===== config.mk =====
export PLATFORM = sky130hd
export DESIGN_NAME = pif_flags
export DESIGN_NICKNAME = d
export VERILOG_FILES = /design/src/design/pif_pkg.sv /design/src/design/pif_flags.sv
export VERILOG_INCLUDE_DIRS = /design/src /design/src/design
export SDC_FILE = /design/constraint.sdc
export NUM_CORES = 1
export LEC_CHECK = 0
export BUFFER_PORTS_ARGS = -buffer_cell sky130_fd_sc_hd__buf_2
export CORE_ASPECT_RATIO = 0.7
export CORE_MARGIN = 5
export CORE_UTILIZATION = 44
export DETAILED_ROUTE_END_ITERATION = 12
export PLACE_DENSITY = 0.76
export SETUP_SLACK_MARGIN = 0.05
export SYNTH_ARGS = -nofsm -noshare
export SYNTH_HDL_FRONTEND = slang
export SYNTH_SLANG_ARGS = --single-unit

===== constraint.sdc =====
create_clock -name ref_clk -period 1.7 [get_ports ref_clk]
set_clock_uncertainty 0.1 [all_clocks]
set_input_delay 0 -clock ref_clk [delete_from_list [all_inputs] [get_ports ref_clk]]
set_output_delay 0 -clock ref_clk [all_outputs]
set_load 0.02 [all_outputs]

===== src/design/pif_consts.svh =====
// constants for the peripheral interrupt flag block
// assumes inclusion by the flag module, the property checker and the bench; the package does not include it
`ifndef PIF_CONSTS_SVH
`define PIF_CONSTS_SVH
`define PIF_OFS_FLAGS_ONE 12'h000
`define PIF_OFS_FLAGS_TWO 12'h004
`define PIF_OFS_ENABLE_ONE 12'h008
`define PIF_OFS_ENABLE_TWO 12'h00c
`define PIF_OFS_CONTROL 12'h010
`define PIF_OFS_IRQ_STATUS 12'h014
`define PIF_OFS_IRQ_MASK 12'h018
`define PIF_FLAGS_RESET 8'h00
`define PIF_TWO_IMPL_MASK 8'hf5
`define PIF_TWO_IMPL_MASK_SMALL 8'hf4
`define PIF_BIT_EEPROM 7
`define PIF_BIT_CONV 6
`define PIF_BIT_RX 5
`define PIF_BIT_TX 4
`define PIF_BIT_SYNC 3
`define PIF_BIT_CC1 2
`define PIF_BIT_T2 1
`define PIF_BIT_T1 0
`define PIF_BIT_OSC 7
`define PIF_BIT_CMP2 6
`define PIF_BIT_CMP1 5
`define PIF_BIT_LCD 4
`define PIF_BIT_LVD 2
`define PIF_BIT_CC2 0
`define PIF_CTL_GIE 0
`define PIF_CTL_PERIPHERAL_IRQ_MASTER_ENABLE 1
`define PIF_RESP_OKAY 2'b00
`define PIF_RESP_SLVERR 2'b10
`endif


===== src/design/pif_pkg.sv =====
// types for the peripheral interrupt flag block
// assumes nothing beyond the constants header
package pif_pkg;
    typedef enum logic [1:0]
    {
        PIF_CC_CAPTURE = 2'b00,
        PIF_CC_COMPARE = 2'b01,
        PIF_CC_PWM = 2'b10
    } pif_ccmode_e;
    typedef enum logic [2:0]
    {
        PIF_RD_IDLE = 3'b001,
        PIF_RD_RESP = 3'b010,
        PIF_RD_HOLD = 3'b100
    } pif_rd_e;
    typedef logic [7:0] pif_byte_t;
endpackage : pif_pkg


===== src/design/pif_flags.sv =====
// peripheral interrupt request flags with axi4-lite register access
// assumes event inputs are one-cycle pulses synchronous to ref_clk, except the comparator outputs, which are levels whose changes count
`timescale 1ns/1ps
`include "pif_consts.svh"
module pif_flags #(
    parameter bit HAS_CC2 = 1'b1
) (
    input wire logic ref_clk,
    input wire logic sys_rst,
    input wire logic [11:0] s_axi_awaddr,
    input wire logic s_axi_awvalid,
    output logic s_axi_awready,
    input wire logic [31:0] s_axi_wdata,
    input wire logic [3:0] s_axi_wstrb,
    input wire logic s_axi_wvalid,
    output logic s_axi_wready,
    output logic [1:0] s_axi_bresp,
    output logic s_axi_bvalid,
    input wire logic s_axi_bready,
    input wire logic [11:0] s_axi_araddr,
    input wire logic s_axi_arvalid,
    output logic s_axi_arready,
    output logic [31:0] s_axi_rdata,
    output logic [1:0] s_axi_rresp,
    output logic s_axi_rvalid,
    input wire logic s_axi_rready,
    input wire logic eeprom_write_done,
    input wire logic conversion_done,
    input wire logic serial_rx_full,
    input wire logic serial_tx_empty,
    input wire logic sync_serial_done,
    input wire logic capcomp_one_capture,
    input wire logic capcomp_one_match,
    input wire pif_pkg::pif_ccmode_e capcomp_one_mode,
    input wire logic timer_two_match,
    input wire logic timer_one_overflow,
    input wire logic oscillator_fail,
    input wire logic comparator_one_output,
    input wire logic comparator_two_output,
    input wire logic display_driver_event,
    input wire logic low_voltage_event,
    input wire logic capcomp_two_capture,
    input wire logic capcomp_two_match,
    input wire pif_pkg::pif_ccmode_e capcomp_two_mode,
    output logic peripheral_irq_request,
    output logic core_irq_request,
    output logic irq
);
    import pif_pkg::*;

    ////////////////////////////////////////////////////////////////////////
    // register state
    pif_byte_t flags_one;
    pif_byte_t flags_two;
    pif_byte_t enable_one;
    pif_byte_t enable_two;
    logic global_irq_enable;
    logic peripheral_irq_master_enable;
    logic [1:0] irq_status;
    logic [1:0] irq_mask;
    logic cmp1_q;
    logic cmp2_q;
    pif_byte_t ev_one;
    pif_byte_t ev_two;
    pif_byte_t two_mask;
    logic aw_held;
    logic w_held;
    logic [11:0] aw_addr;
    logic [31:0] w_data;
    logic [3:0] w_strb;
    logic wr_fire;
    pif_rd_e rd_state;

    assign two_mask = HAS_CC2 ? `PIF_TWO_IMPL_MASK : `PIF_TWO_IMPL_MASK_SMALL;

    function automatic logic cc_event(input pif_ccmode_e mode,
                                      input logic cap,
                                      input logic cmp);
        begin
            case (mode)
                PIF_CC_CAPTURE: cc_event = cap;
                PIF_CC_COMPARE: cc_event = cmp;
                default: cc_event = 1'b0;
            endcase
        end
    endfunction : cc_event

    ////////////////////////////////////////////////////////////////////////
    // event vectors, independent of any enable
    always_comb
    begin
        ev_one = 8'h00;
        ev_one[`PIF_BIT_EEPROM] = eeprom_write_done;
        ev_one[`PIF_BIT_CONV] = conversion_done;
        ev_one[`PIF_BIT_SYNC] = sync_serial_done;
        ev_one[`PIF_BIT_CC1] = cc_event(capcomp_one_mode,
            capcomp_one_capture, capcomp_one_match);
        ev_one[`PIF_BIT_T2] = timer_two_match;
        ev_one[`PIF_BIT_T1] = timer_one_overflow;
        ev_two = 8'h00;
        ev_two[`PIF_BIT_OSC] = oscillator_fail;
        ev_two[`PIF_BIT_CMP2] = comparator_two_output ^ cmp2_q;
        ev_two[`PIF_BIT_CMP1] = comparator_one_output ^ cmp1_q;
        ev_two[`PIF_BIT_LCD] = display_driver_event;
        ev_two[`PIF_BIT_LVD] = low_voltage_event;
        ev_two[`PIF_BIT_CC2] = HAS_CC2 & cc_event(capcomp_two_mode,
            capcomp_two_capture, capcomp_two_match);
    end

    // previous comparator levels for change detection
    always_ff @(posedge ref_clk)
    begin
        if (sys_rst)
        begin
            cmp1_q <= 1'b0;
            cmp2_q <= 1'b0;
        end
        else
        begin
            cmp1_q <= comparator_one_output;
            cmp2_q <= comparator_two_output;
        end
    end

    ////////////////////////////////////////////////////////////////////////
    // write channel: address and data taken in either order
    assign s_axi_awready = !aw_held && !s_axi_bvalid;
    assign s_axi_wready = !w_held && !s_axi_bvalid;
    assign wr_fire = aw_held && w_held && !s_axi_bvalid;

    always_ff @(posedge ref_clk)
    begin
        if (sys_rst)
        begin
            aw_held <= 1'b0;
            w_held <= 1'b0;
            aw_addr <= 12'h000;
            w_data <= 32'h0000_0000;
            w_strb <= 4'h0;
            s_axi_bvalid <= 1'b0;
            s_axi_bresp <= `PIF_RESP_OKAY;
        end
        else
        begin
            if (s_axi_awvalid && s_axi_awready)
            begin
                aw_held <= 1'b1;
                aw_addr <= s_axi_awaddr;
            end
            if (s_axi_wvalid && s_axi_wready)
            begin
                w_held <= 1'b1;
                w_data <= s_axi_wdata;
                w_strb <= s_axi_wstrb;
            end
            if (wr_fire)
            begin
                aw_held <= 1'b0;
                w_held <= 1'b0;
                s_axi_bvalid <= 1'b1;
                case (aw_addr)
                    `PIF_OFS_FLAGS_ONE, `PIF_OFS_FLAGS_TWO,
                    `PIF_OFS_ENABLE_ONE, `PIF_OFS_ENABLE_TWO,
                    `PIF_OFS_CONTROL, `PIF_OFS_IRQ_STATUS,
                    `PIF_OFS_IRQ_MASK: s_axi_bresp <= `PIF_RESP_OKAY;
                    default: s_axi_bresp <= `PIF_RESP_SLVERR;
                endcase
            end
            else if (s_axi_bvalid && s_axi_bready)
            begin
                s_axi_bvalid <= 1'b0;
            end
        end
    end

    function automatic logic wr_hit(input logic [11:0] ofs);
        begin
            wr_hit = wr_fire && (aw_addr == ofs) && w_strb[0];
        end
    endfunction : wr_hit

    ////////////////////////////////////////////////////////////////////////
    // flags; software value first, hardware set overrides
    always_ff @(posedge ref_clk)
    begin
        if (sys_rst)
        begin
            flags_one <= `PIF_FLAGS_RESET;
        end
        else
        begin
            if (wr_hit(`PIF_OFS_FLAGS_ONE))
            begin
                flags_one <= (w_data[7:0] | ev_one) & 8'hcf;
            end
            else
            begin
                flags_one <= (flags_one | ev_one) & 8'hcf;
            end
        end
    end

    always_ff @(posedge ref_clk)
    begin
        if (sys_rst)
        begin
            flags_two <= `PIF_FLAGS_RESET;
        end
        else if (wr_hit(`PIF_OFS_FLAGS_TWO))
        begin
            flags_two <= (w_data[7:0] | ev_two) & two_mask;
        end
        else
        begin
            flags_two <= (flags_two | ev_two) & two_mask;
        end
    end

    // status bits straight from the serial unit, no stored copy
    pif_byte_t view_one;
    always_comb
    begin
        view_one = flags_one;
        view_one[`PIF_BIT_RX] = serial_rx_full;
        view_one[`PIF_BIT_TX] = serial_tx_empty;
    end

    ////////////////////////////////////////////////////////////////////////
    // enables and control
    always_ff @(posedge ref_clk)
    begin
        if (sys_rst)
        begin
            enable_one <= 8'h00;
            enable_two <= 8'h00;
            global_irq_enable <= 1'b0;
            peripheral_irq_master_enable <= 1'b0;
            irq_mask <= 2'b00;
        end
        else
        begin
            if (wr_hit(`PIF_OFS_ENABLE_ONE))
            begin
                enable_one <= w_data[7:0];
            end
            if (wr_hit(`PIF_OFS_ENABLE_TWO))
            begin
                enable_two <= w_data[7:0] & two_mask;
            end
            if (wr_hit(`PIF_OFS_CONTROL))
            begin
                global_irq_enable <= w_data[`PIF_CTL_GIE];
                peripheral_irq_master_enable <= w_data[`PIF_CTL_PERIPHERAL_IRQ_MASTER_ENABLE];
            end
            if (wr_hit(`PIF_OFS_IRQ_MASK))
            begin
                irq_mask <= w_data[1:0];
            end
        end
    end

    // request needs flag, enable and master enable
    logic pending;
    assign pending = |(view_one & enable_one) | |(flags_two & enable_two);
    assign peripheral_irq_request = pending && peripheral_irq_master_enable;
    assign core_irq_request = peripheral_irq_request && global_irq_enable;

    // sticky status: bit0 request rise, bit1 write above the irq mask offset; write one clears
    logic req_q;
    logic bad_ev;
    assign bad_ev = wr_fire && (aw_addr > `PIF_OFS_IRQ_MASK);
    always_ff @(posedge ref_clk)
    begin
        if (sys_rst)
        begin
            req_q <= 1'b0;
            irq_status <= 2'b00;
        end
        else
        begin
            req_q <= peripheral_irq_request;
            if (wr_hit(`PIF_OFS_IRQ_STATUS))
            begin
                irq_status <= irq_status & ~w_data[1:0];
            end
            // set after clear so a same-cycle event survives
            if (peripheral_irq_request && !req_q)
            begin
                irq_status[0] <= 1'b1;
            end
            if (bad_ev)
            begin
                irq_status[1] <= 1'b1;
            end
        end
    end
    assign irq = |(irq_status & irq_mask);

    ////////////////////////////////////////////////////////////////////////
    // read channel, one outstanding read
    assign s_axi_arready = (rd_state == PIF_RD_IDLE);
    always_ff @(posedge ref_clk)
    begin
        if (sys_rst)
        begin
            rd_state <= PIF_RD_IDLE;
            s_axi_rvalid <= 1'b0;
            s_axi_rdata <= 32'h0000_0000;
            s_axi_rresp <= `PIF_RESP_OKAY;
        end
        else
        begin
            case (rd_state)
                PIF_RD_IDLE:
                begin
                    if (s_axi_arvalid)
                    begin
                        rd_state <= PIF_RD_RESP;
                        s_axi_rvalid <= 1'b1;
                        s_axi_rresp <= `PIF_RESP_OKAY;
                        case (s_axi_araddr)
                            `PIF_OFS_FLAGS_ONE:
                                s_axi_rdata <= {24'h0, view_one};
                            `PIF_OFS_FLAGS_TWO:
                                s_axi_rdata <= {24'h0, flags_two};
                            `PIF_OFS_ENABLE_ONE:
                                s_axi_rdata <= {24'h0, enable_one};
                            `PIF_OFS_ENABLE_TWO:
                                s_axi_rdata <= {24'h0, enable_two};
                            `PIF_OFS_CONTROL:
                                s_axi_rdata <= {30'h0,
                                    peripheral_irq_master_enable,
                                    global_irq_enable};
                            `PIF_OFS_IRQ_STATUS:
                                s_axi_rdata <= {30'h0, irq_status};
                            `PIF_OFS_IRQ_MASK:
                                s_axi_rdata <= {30'h0, irq_mask};
                            default:
                            begin
                                s_axi_rdata <= 32'h0000_0000;
                                s_axi_rresp <= `PIF_RESP_SLVERR;
                            end
                        endcase
                    end
                end
                PIF_RD_RESP:
                begin
                    if (s_axi_rready)
                    begin
                        rd_state <= PIF_RD_IDLE;
                        s_axi_rvalid <= 1'b0;
                    end
                end
                default:
                begin
                    rd_state <= PIF_RD_IDLE;
                    s_axi_rvalid <= 1'b0;
                end
            endcase
        end
    end
endmodule : pif_flags


# ---- Yosys cells after proc, flatten, opt, wreduce, memory -nomap -nowiden
# Cells that the tools add are included.
dict set report word_totals {
  inputBits 87
  latchBits 0
  ff_bits 103
  output_inout_bits 44
  memories 0
  ramBits 0
  mem_bits_ro 0
}
dict set report classes {
  mux 18
  shift 0
  n_eq_ne 18
  n_mul 0
  reduce_logical 44
  bitwise_logic 12
  add_sub_neg 0
  n_lt_le_gt_ge 1
  div_mod_pow 0
}
# cell count
set op_table {}
lappend op_table {{$eq A12 B5 Y1 const B} 6}
lappend op_table {{$pmux W8 S7} 1}
lappend op_table {{$eq A12 B4 Y1 const B} 4}
lappend op_table {{$or A8 B8 Y8} 4}
lappend op_table {{$logic_and A1 B1 Y1} 25}
lappend op_table {{$eq A12 B3 Y1 const B} 2}
lappend op_table {{$logic_not A12 Y1} 2}
lappend op_table {{$and A8 B8 Y8} 2}
lappend op_table {{$mux W8} 2}
lappend op_table {{$reduce_or A8 Y1} 2}
lappend op_table {{$reduce_or A7 Y1} 2}
lappend op_table {{$gt A12 B5 Y1 const B} 1}
lappend op_table {{$mux W1} 6}
lappend op_table {{$mux W2} 3}
lappend op_table {{$mux W3} 2}
lappend op_table {{$pmux W1 S2} 3}
lappend op_table {{$pmux W3 S2} 1}
lappend op_table {{$reduce_bool A2 Y1} 3}
lappend op_table {{$and A2 B2 Y2} 2}
lappend op_table {{$eq A2 B1 Y1 const B} 2}
lappend op_table {{$logic_not A1 Y1} 4}
lappend op_table {{$logic_not A2 Y1} 2}
lappend op_table {{$ne A2 B2 Y1 const B} 2}
lappend op_table {{$reduce_and A2 Y1} 2}
lappend op_table {{6 further kinds} 8}

# ---- Longest topological paths before layout
# Gate-level depths: netlist of run 1.
dict set report logic_depth {
  word_depth 6
  mapped_depth 7
  mapped_depth_nobuf 5
}

# ---- Least setup slack after synthesis of run 1
# No wires, ideal clock.
dict set report synth_path {
  kind {register to register}
  start {register s_axi_bvalid}
  end {register flags_two[0]}
  path_buffers 1
  setup_time_ns 0.132
  path_slack_ns -0.213
  path_stages_with_launch 7
  synth_period_minus_slack_ns 1.913
  t_arrival_ns 1.681
  cell_sequence {dfxtp_1 -> and3b_1 -> buf_2 -> nand4_4 -> nor4b_4 -> mux2i_1 -> a21oi_1}
}
dict set report synth_via {
  elab_chain_len 5
}
# element line
set synth_rtl {}
lappend synth_rtl {{start: declaration} pif_flags.sv:18} ;# output logic s_axi_bvalid,
lappend synth_rtl {{start signal: assignment} pif_flags.sv:140} ;# s_axi_bvalid <= 1'b0;
lappend synth_rtl {{start signal: assignment} pif_flags.sv:160} ;# s_axi_bvalid <= 1'b1;
lappend synth_rtl {{start signal: assignment} pif_flags.sv:171} ;# s_axi_bvalid <= 1'b0;
lappend synth_rtl {{$logic_not A1 Y1} pif_flags.sv:129} ;# assign wr_fire = aw_held && w_held && !s_axi_bvalid;
lappend synth_rtl {{$logic_and A1 B1 Y1} pif_flags.sv:129}
lappend synth_rtl {{$logic_and A1 B1 Y1 (2 in a row)} pif_flags.sv:178} ;# wr_hit = wr_fire && (aw_addr == ofs) && w_strb[0];
lappend synth_rtl {{$mux W8} pif_flags.sv:209} ;# else if (wr_hit(`PIF_OFS_FLAGS_TWO))
lappend synth_rtl {{end signal: assignment} pif_flags.sv:207} ;# flags_two <= `PIF_FLAGS_RESET;
lappend synth_rtl {{end signal: assignment} pif_flags.sv:211} ;# flags_two <= (w_data[7:0] | ev_two) & two_mask;
lappend synth_rtl {{end signal: assignment} pif_flags.sv:215} ;# flags_two <= (flags_two | ev_two) & two_mask;
lappend synth_rtl {{end: declaration} pif_flags.sv:54} ;# pif_byte_t flags_two;
# Every way passes these cells.
# A chain may end at the register's enable or synchronous reset.

# ---- Worst setup path after layout of run 1
dict set report layout_path {
  start {register aw_addr[11]}
  end {register flags_one[1]}
}
dict set report layout_via {
  elab_chain_len 4
}
# element line
set layout_rtl {}
lappend layout_rtl {{start: declaration} pif_flags.sv:68} ;# logic [11:0] aw_addr;
lappend layout_rtl {{start signal: assignment} pif_flags.sv:148} ;# aw_addr <= s_axi_awaddr;
lappend layout_rtl {{$logic_not A12 Y1} pif_flags.sv:178}
lappend layout_rtl {{$logic_and A1 B1 Y1 (2 in a row)} pif_flags.sv:178}
lappend layout_rtl {{$mux W8} pif_flags.sv:192} ;# if (wr_hit(`PIF_OFS_FLAGS_ONE))
lappend layout_rtl {{end signal: assignment} pif_flags.sv:188} ;# flags_one <= `PIF_FLAGS_RESET;
lappend layout_rtl {{end signal: assignment} pif_flags.sv:194} ;# flags_one <= (w_data[7:0] | ev_one) & 8'hcf;
lappend layout_rtl {{end signal: assignment} pif_flags.sv:198} ;# flags_one <= (flags_one | ev_one) & 8'hcf;
lappend layout_rtl {{end: declaration} pif_flags.sv:53} ;# pif_byte_t flags_one;
# Every way passes these cells.

==> impl_metrics.ini, run 1 <==
[timing]
maxSlewViolCount = 0
rsz0062_at_grt = yes
timing.fmax_mhz = 499
setup_viol = 31
fin_crit_sh_pct = 118
worst_pin_slew_ns = 0.641
timing.slew.headroom_pct = 57.2
setup_ws_ns = -0.304
finalHoldViolations = 0
fin_crit_ns = 2.00

[yosys]
synthTopCellsByCount = dfxtp_1 (71), nand2_1 (58), a21oi_1 (38)
synth_cell_types = 44
synthAdderAreaFrac_pct = 0
syn_area_mm2 = 0.00331
synth-compound-area-share_pct = 12.2
synth_area_leaders = dfxtp_1 (43%), mux2i_1 (10%), nand2_1 (6.6%), buf_4 (5.9%), a21oi_1 (5.7%)
async_reset_ff_share_pct = 0
syn_area_per_cell_um2 = 8.91
synth_top_family_by_area = simple AND/OR/NAND/NOR gates
ys_ff_latch = 71
synth_seq_area_share_pct = 42.9
yosys.area_share.simple_pct = 20.9
synth_xor_area_share_pct = 0.529
synth_top_area_cell = dfxtp_1
synth_edf_count = 0
synthMuxAreaShare_pct = 14.0
ys.flop_type = dfxtp_1
yosys_warnings = 0
yosys.area.top_type_share_pct = 42.9
yosysMostFrequentCell = dfxtp_1
synth_cells = 372

[worst_setup_path]
path_buf_inv = 3
endpoint_kind = flip-flop
cp_slowest_cell = dfxtp_2
critPathKind = reg -> reg
path_cells = nor4_4 > buf_4 > nand4_4 > buf_6 > nor4_4 > buf_6 > mux2i_1 > a21oi_1
worstPathRequired_ns = 1.80
cp_slowest_stage_delay_ns = 0.34
critPathMaxFanout = 7
crit_family = simple AND/OR/NAND/NOR gates
arrival_ns = 2.10
startpoint_type = flip-flop

[final_layout]
postLayoutCoreUtil_pct = 64.0
synthToLayoutAreaGrowth_pct = 41.4
diodes = 0
drive_above_1_share_pct = 33.3
seqCellArea_mm2 = 0.00144
nNetsFinal = 602
final_cells = 618
nFillCells = 567
multiInputGateArea_mm2 = 0.00180

[global_routing]
gr-total-overflow = 0
track_usage_pct = 19.1
busiest_layer = met2
grt_pass1_vias = 3036
grt_max_degree = 63
met3_usage_pct = 6.19
grt_pass1_wl_mm = 14.1
gr-usage-met2_pct = 31.4
grt.met1_usage_pct = 23.9
antenna_found_initial = 0

[clock_network]
clock-sinks = 71
clk_pin_slew_ns = 0.08
root_buffer = clkbuf_8
clockBufferDepth = 2
cts_tree = yes
htreeDepth = 3
numCtsBuffers = 9
clock_latency_ns = 0.35

[power_and_ir_drop]
power_frac_seq_pct = 49.0
peakVddDrop_uv = 471
finalPower_mw = 3.73
internal-power_mw = 2.71
powerDensity_mw_per_mm2 = 796
p_leak_nw = 1.95
switching_share_pct = 27.5
comb_power_share_pct = 16.2
switchingPower_mw = 1.02
power.clock.fraction_pct = 34.9

[detailed_routing]
first_pass_iters = 5
routedWlPerCell_um = 15.4
drt-initial-drc-count = 205
num_vias = 3192
ant_nets = 0
drc_errors = 0
wirelength_mm = 9.52
avgViaCountPerCell = 5.17

[die]
core_mm2 = 0.00732
dieArea_mm2 = 0.00940
initial_core_util_pct = 45.3
die_h_um = 82.6
die_x_um = 114
rows = 26
io_pins = 131

[placed_design]
place_inst = 552
globalplace.congestion = 0.840
hpwl_mm = 6.11
io_buffers = 77

[status]
violations = negative setup slack
outcome = complete, but fails checks

[flow_run]
drv_cap = 0

[worst_hold_path]
hold_class = in -> reg
-- repair_timing --
item,4_1_cts,5_1_grt
pin swaps,11,17
gates cloned,0,0
hold endpoints to repair,43,0
gates resized for setup,24,19
setup buffers,2,7
setup endpoints to repair,34,38
hold buffers,41,0
-- path summary, 6_finish.rpt --
path | start | end | slack [ns] | cells past startpoint
min reg2reg | s_axi_rdata[7] | s_axi_rdata[7] | 0.37 | 2
min | s_axi_araddr[0] | s_axi_rresp[1] | 0.02 | 4
max reg2reg | aw_addr[11] | flags_one[1] | -0.30 | 8
max | aw_addr[11] | flags_one[1] | -0.30 | 8
-- cell families (layout without fill, tap and decap cells) --
group                     count (synthesis)  after routing
AOI/OAI and AO/OA                        65             65
DFF                                      71             71
muxes                                    40             40
and+or+nand+nor                         137            137
other                                     1             26
buffers and inverters                    56            179
xor gates and xnor gates                  2              2
-- worst min-delay path, cell delays in order --
cell and delay (ns):
buf_2 0.09, a311o_1 0.15, nor3_1 0.06, nor3_1 0.12
-- per-stage QoR --
stage	hold WS (ns)	TNS [ns]	cell area [um2]	setup slack [ns]
3_5_place_dp	0.117	-4.79	3860	-0.228
2_1_floorplan	0.0282	-1.75	3430	-0.189
6_report	0.0195	-5.58	4690	-0.304
5_1_grt	0.0188	-7.91	4690	-0.364
4_1_cts	0.00172	-5.09	4560	-0.236
3_3_place_gp	0.117	-3.31	3860	-0.171
-- layout by cell type (no fill, tap or decap), drive strengths merged, types with 2 or more instances in the layout --
| cell | n |
|---|---|
| a221oi | 2 |
| o21ai | 4 |
| conb | 26 |
| nand3 | 4 |
| nand2b | 2 |
| mux4 | 5 |
| a22oi | 8 |
| clkbuf | 14 |
| mux2i | 34 |
| nor2 | 35 |
| nor2b | 6 |
| nor4 | 5 |
| inv | 12 |
| nor3 | 11 |
| buf | 110 |
| nor4b | 3 |
| and2 | 4 |
| a22o | 5 |
| nand2 | 58 |
| o31ai | 2 |
| a21oi | 38 |
| xnor2 | 2 |
| dfxtp | 71 |
| nand4 | 2 |
| or2 | 2 |
| dlygate4sd3 | 41 |
-- area by class of cell --
cell class / count / area share (%)
Sequential cell: 71 / 30.6
Clock buffer: 14 / 3.90
Inverter: 12 / 0.961
Timing Repair Buffer: 151 / 23.2
Multi-Input combinational cell: 270 / 38.4
Tap cell: 98 / 2.62
Clock inverter: 2 / 0.267
-- power groups by stage --
stage / clock, mW / combinational, mW / sequential, mW
after detailed placement: 0 / 0.483 / 1.85
after global routing: 1.40 / 0.655 / 1.84
after global placement: 0 / 0.471 / 1.84
after floorplan: 0 / 0.360 / 1.83
after CTS: 1.31 / 0.562 / 1.81
final: 1.30 / 0.603 / 1.83
-- registers in the layout (all words and copies together) (netlist names), 2 cells and up --
register / flops
rd_state: 2
flags_two: 6
enable_one: 8
aw_addr: 12
w_data: 8
s_axi_rdata: 8
irq_status: 2
irq_mask: 2
flags_one: 6
enable_two: 6
-- metal layers --
layer  share of wire [%]  vias to the layer above  wire [um]
met5                   0                        -          0
met4                 2.3                        0        216
met3                 8.2                       28        784
met2                  48                      148       4610
met1                  41                     1505       3910
li1                    -                     1511          -
No activity file was read; power rests on OpenSTA's default activity.
==> run 2: changes to the inputs <==
Clock period 1.7 ns to 1.6 ns, I/O delays scaled along.
==> impl_metrics.ini, run 2 (same netlist as run 1, synthesis figures left out) <==
[timing]
maxSlewViolCount = 0
fin_crit_sh_pct = 127
fin_crit_ns = 2.03
rsz0062_at_grt = yes
setup_viol = 34
finalSetupTns_ns = -11.16
timing.fmax_mhz = 493
finalHoldViolations = 0
setup_ws_ns = -0.429
fin_hold_ws_ns = 0.00481

[power_and_ir_drop]
switchingPower_mw = 1.15
powerDensity_mw_per_mm2 = 881
p_leak_nw = 2.01
peakVddDrop_uv = 546
internal-power_mw = 3.08
power.clock.fraction_pct = 37.9
comb_power_share_pct = 16.3
switching_share_pct = 27.2
power_frac_seq_pct = 45.8

[die]
rows = 26
die_h_um = 82.6
dieArea_mm2 = 0.00940
initial_core_util_pct = 45.3
io_pins = 131
core_mm2 = 0.00732
die_x_um = 114

[placed_design]
io_buffers = 77
hpwl_mm = 6.32
place_area_mm2 = 0.00393
globalplace.congestion = 0.855
place_ws_ns = -0.320

[detailed_routing]
num_vias = 3314
wirelength_mm = 10.5
routedWlPerCell_um = 16.7
ant_nets = 0
drt-initial-drc-count = 235
drc_errors = 0
first_pass_iters = 5
avgViaCountPerCell = 5.29

[worst_setup_path]
critPathKind = reg -> reg
startpoint_type = flip-flop
rrSetupSlack_ns = -0.43
endpoint_kind = flip-flop
arrival_ns = 2.16
critPathMaxFanout = 8
worstPathRequired_ns = 1.73

[final_layout]
nNetsFinal = 610
synthToLayoutAreaGrowth_pct = 44.8
layout_commonest_cell = buf_2
diodes = 0
final_cell_mix = buf_2 (75), dfxtp_1 (64), nand2_1 (57), dlygate4sd3_1 (41), a21oi_1 (38)
regMostFlops = aw_addr
drive_above_1_share_pct = 34.3
largest_reg_flops = 12
final_cell_area_mm2 = 0.00480

[global_routing]
grt_pass1_vias = 3220
track_usage_pct = 21.5
grt_pass1_wl_mm = 15.6
gr-total-overflow = 0
antenna_found_initial = 0
grt_max_degree = 35

[clock_network]
cts_tree = yes
clk_pin_slew_ns = 0.07
clock_latency_ns = 0.36
clockBufferDepth = 2
htreeDepth = 3
numCtsBuffers = 9
root_buffer = clkbuf_8
clock-sinks = 71

[status]
violations = negative setup slack
outcome = complete, but fails checks

[flow_run]
drv_cap = 0

[worst_hold_path]
hold_class = in -> reg
-- run 2: cell types whose count changed in the layout (fill, tap and decap cells not counted), moves of 2 or more --
cell / change
o21ai_0: -2
buf_6: +2
clkbuf_8: -3
buf_4: +6
dfxtp_1: +3
dfxtp_2: -3
bufinv_16: +2
clkinv_2: +2
o21ai_1: +2
-- run 2: path summary, 6_finish.rpt --
check             cells after the start       startpoint              to
setup reg to reg                      7       aw_addr[8]   enable_one[1]
hold reg to reg                       2   s_axi_rdata[1]  s_axi_rdata[1]
hold / removal                        5  s_axi_araddr[0]  s_axi_rdata[3]
setup / recovery                      7       aw_addr[8]   enable_one[1]
-- run 2: routing by layer --
layer  vias to the layer above  global-route usage, %  share of wire (%)
met3                        37                   5.97                6.9
met1                      1586                   25.0                 40
li1                       1533                      -                  -
met5                         -                      0                  0
met4                         0                   9.24                3.4
met2                       158                   37.7                 50
-- run 2: final cells by class --
class,instances,area (um2)
fill,535,2520
multi-input combinational,270,1820
sequential,71,1430
timing repair buffer,159,1150
clock buffer,10,138
tap,98,123
clock inverter,6,83.8
inverter,12,47.5
-- run 2: power by group through the flow --
stage / clock network [mW] / registers (mW) / logic, mW
floorplan: 0 / 1.94 / 0.383
global placement: 0 / 1.96 / 0.524
finish: 1.60 / 1.93 / 0.690
global route: 1.70 / 1.94 / 0.746
detailed placement: 0 / 1.96 / 0.538
CTS: 1.61 / 1.92 / 0.629
-- run 2: what timing repair did --
action / in CTS / in global routing
setup buffers: 6 / 2
hold buffers: 41 / 0
pin swaps: 13 / 15
endpoints found under the setup margin: 38 / 44
hold endpoints to repair: 43 / 0
gates resized for setup: 27 / 19
-- run 2: critical path, cell delays in order, from the launching register on --
cell	delay [ns]
dfxtp_2	0.34
nor4_4	0.41
buf_4	0.19
nand4_1	0.13
nor3b_2	0.25
buf_6	0.19
mux2i_1	0.25
nor2_1	0.06
-- run 2: metrics by stage --
step / total power [mW] / util, % / instances
final: 4.23 / 65.6 / 626
after CTS: 4.16 / 64.2 / 624
after global placement: 2.48 / 53.7 / 561
after detailed placement: 2.50 / 53.7 / 561
after floorplan: 2.32 / - / 397
after global routing: 4.39 / 65.6 / 626
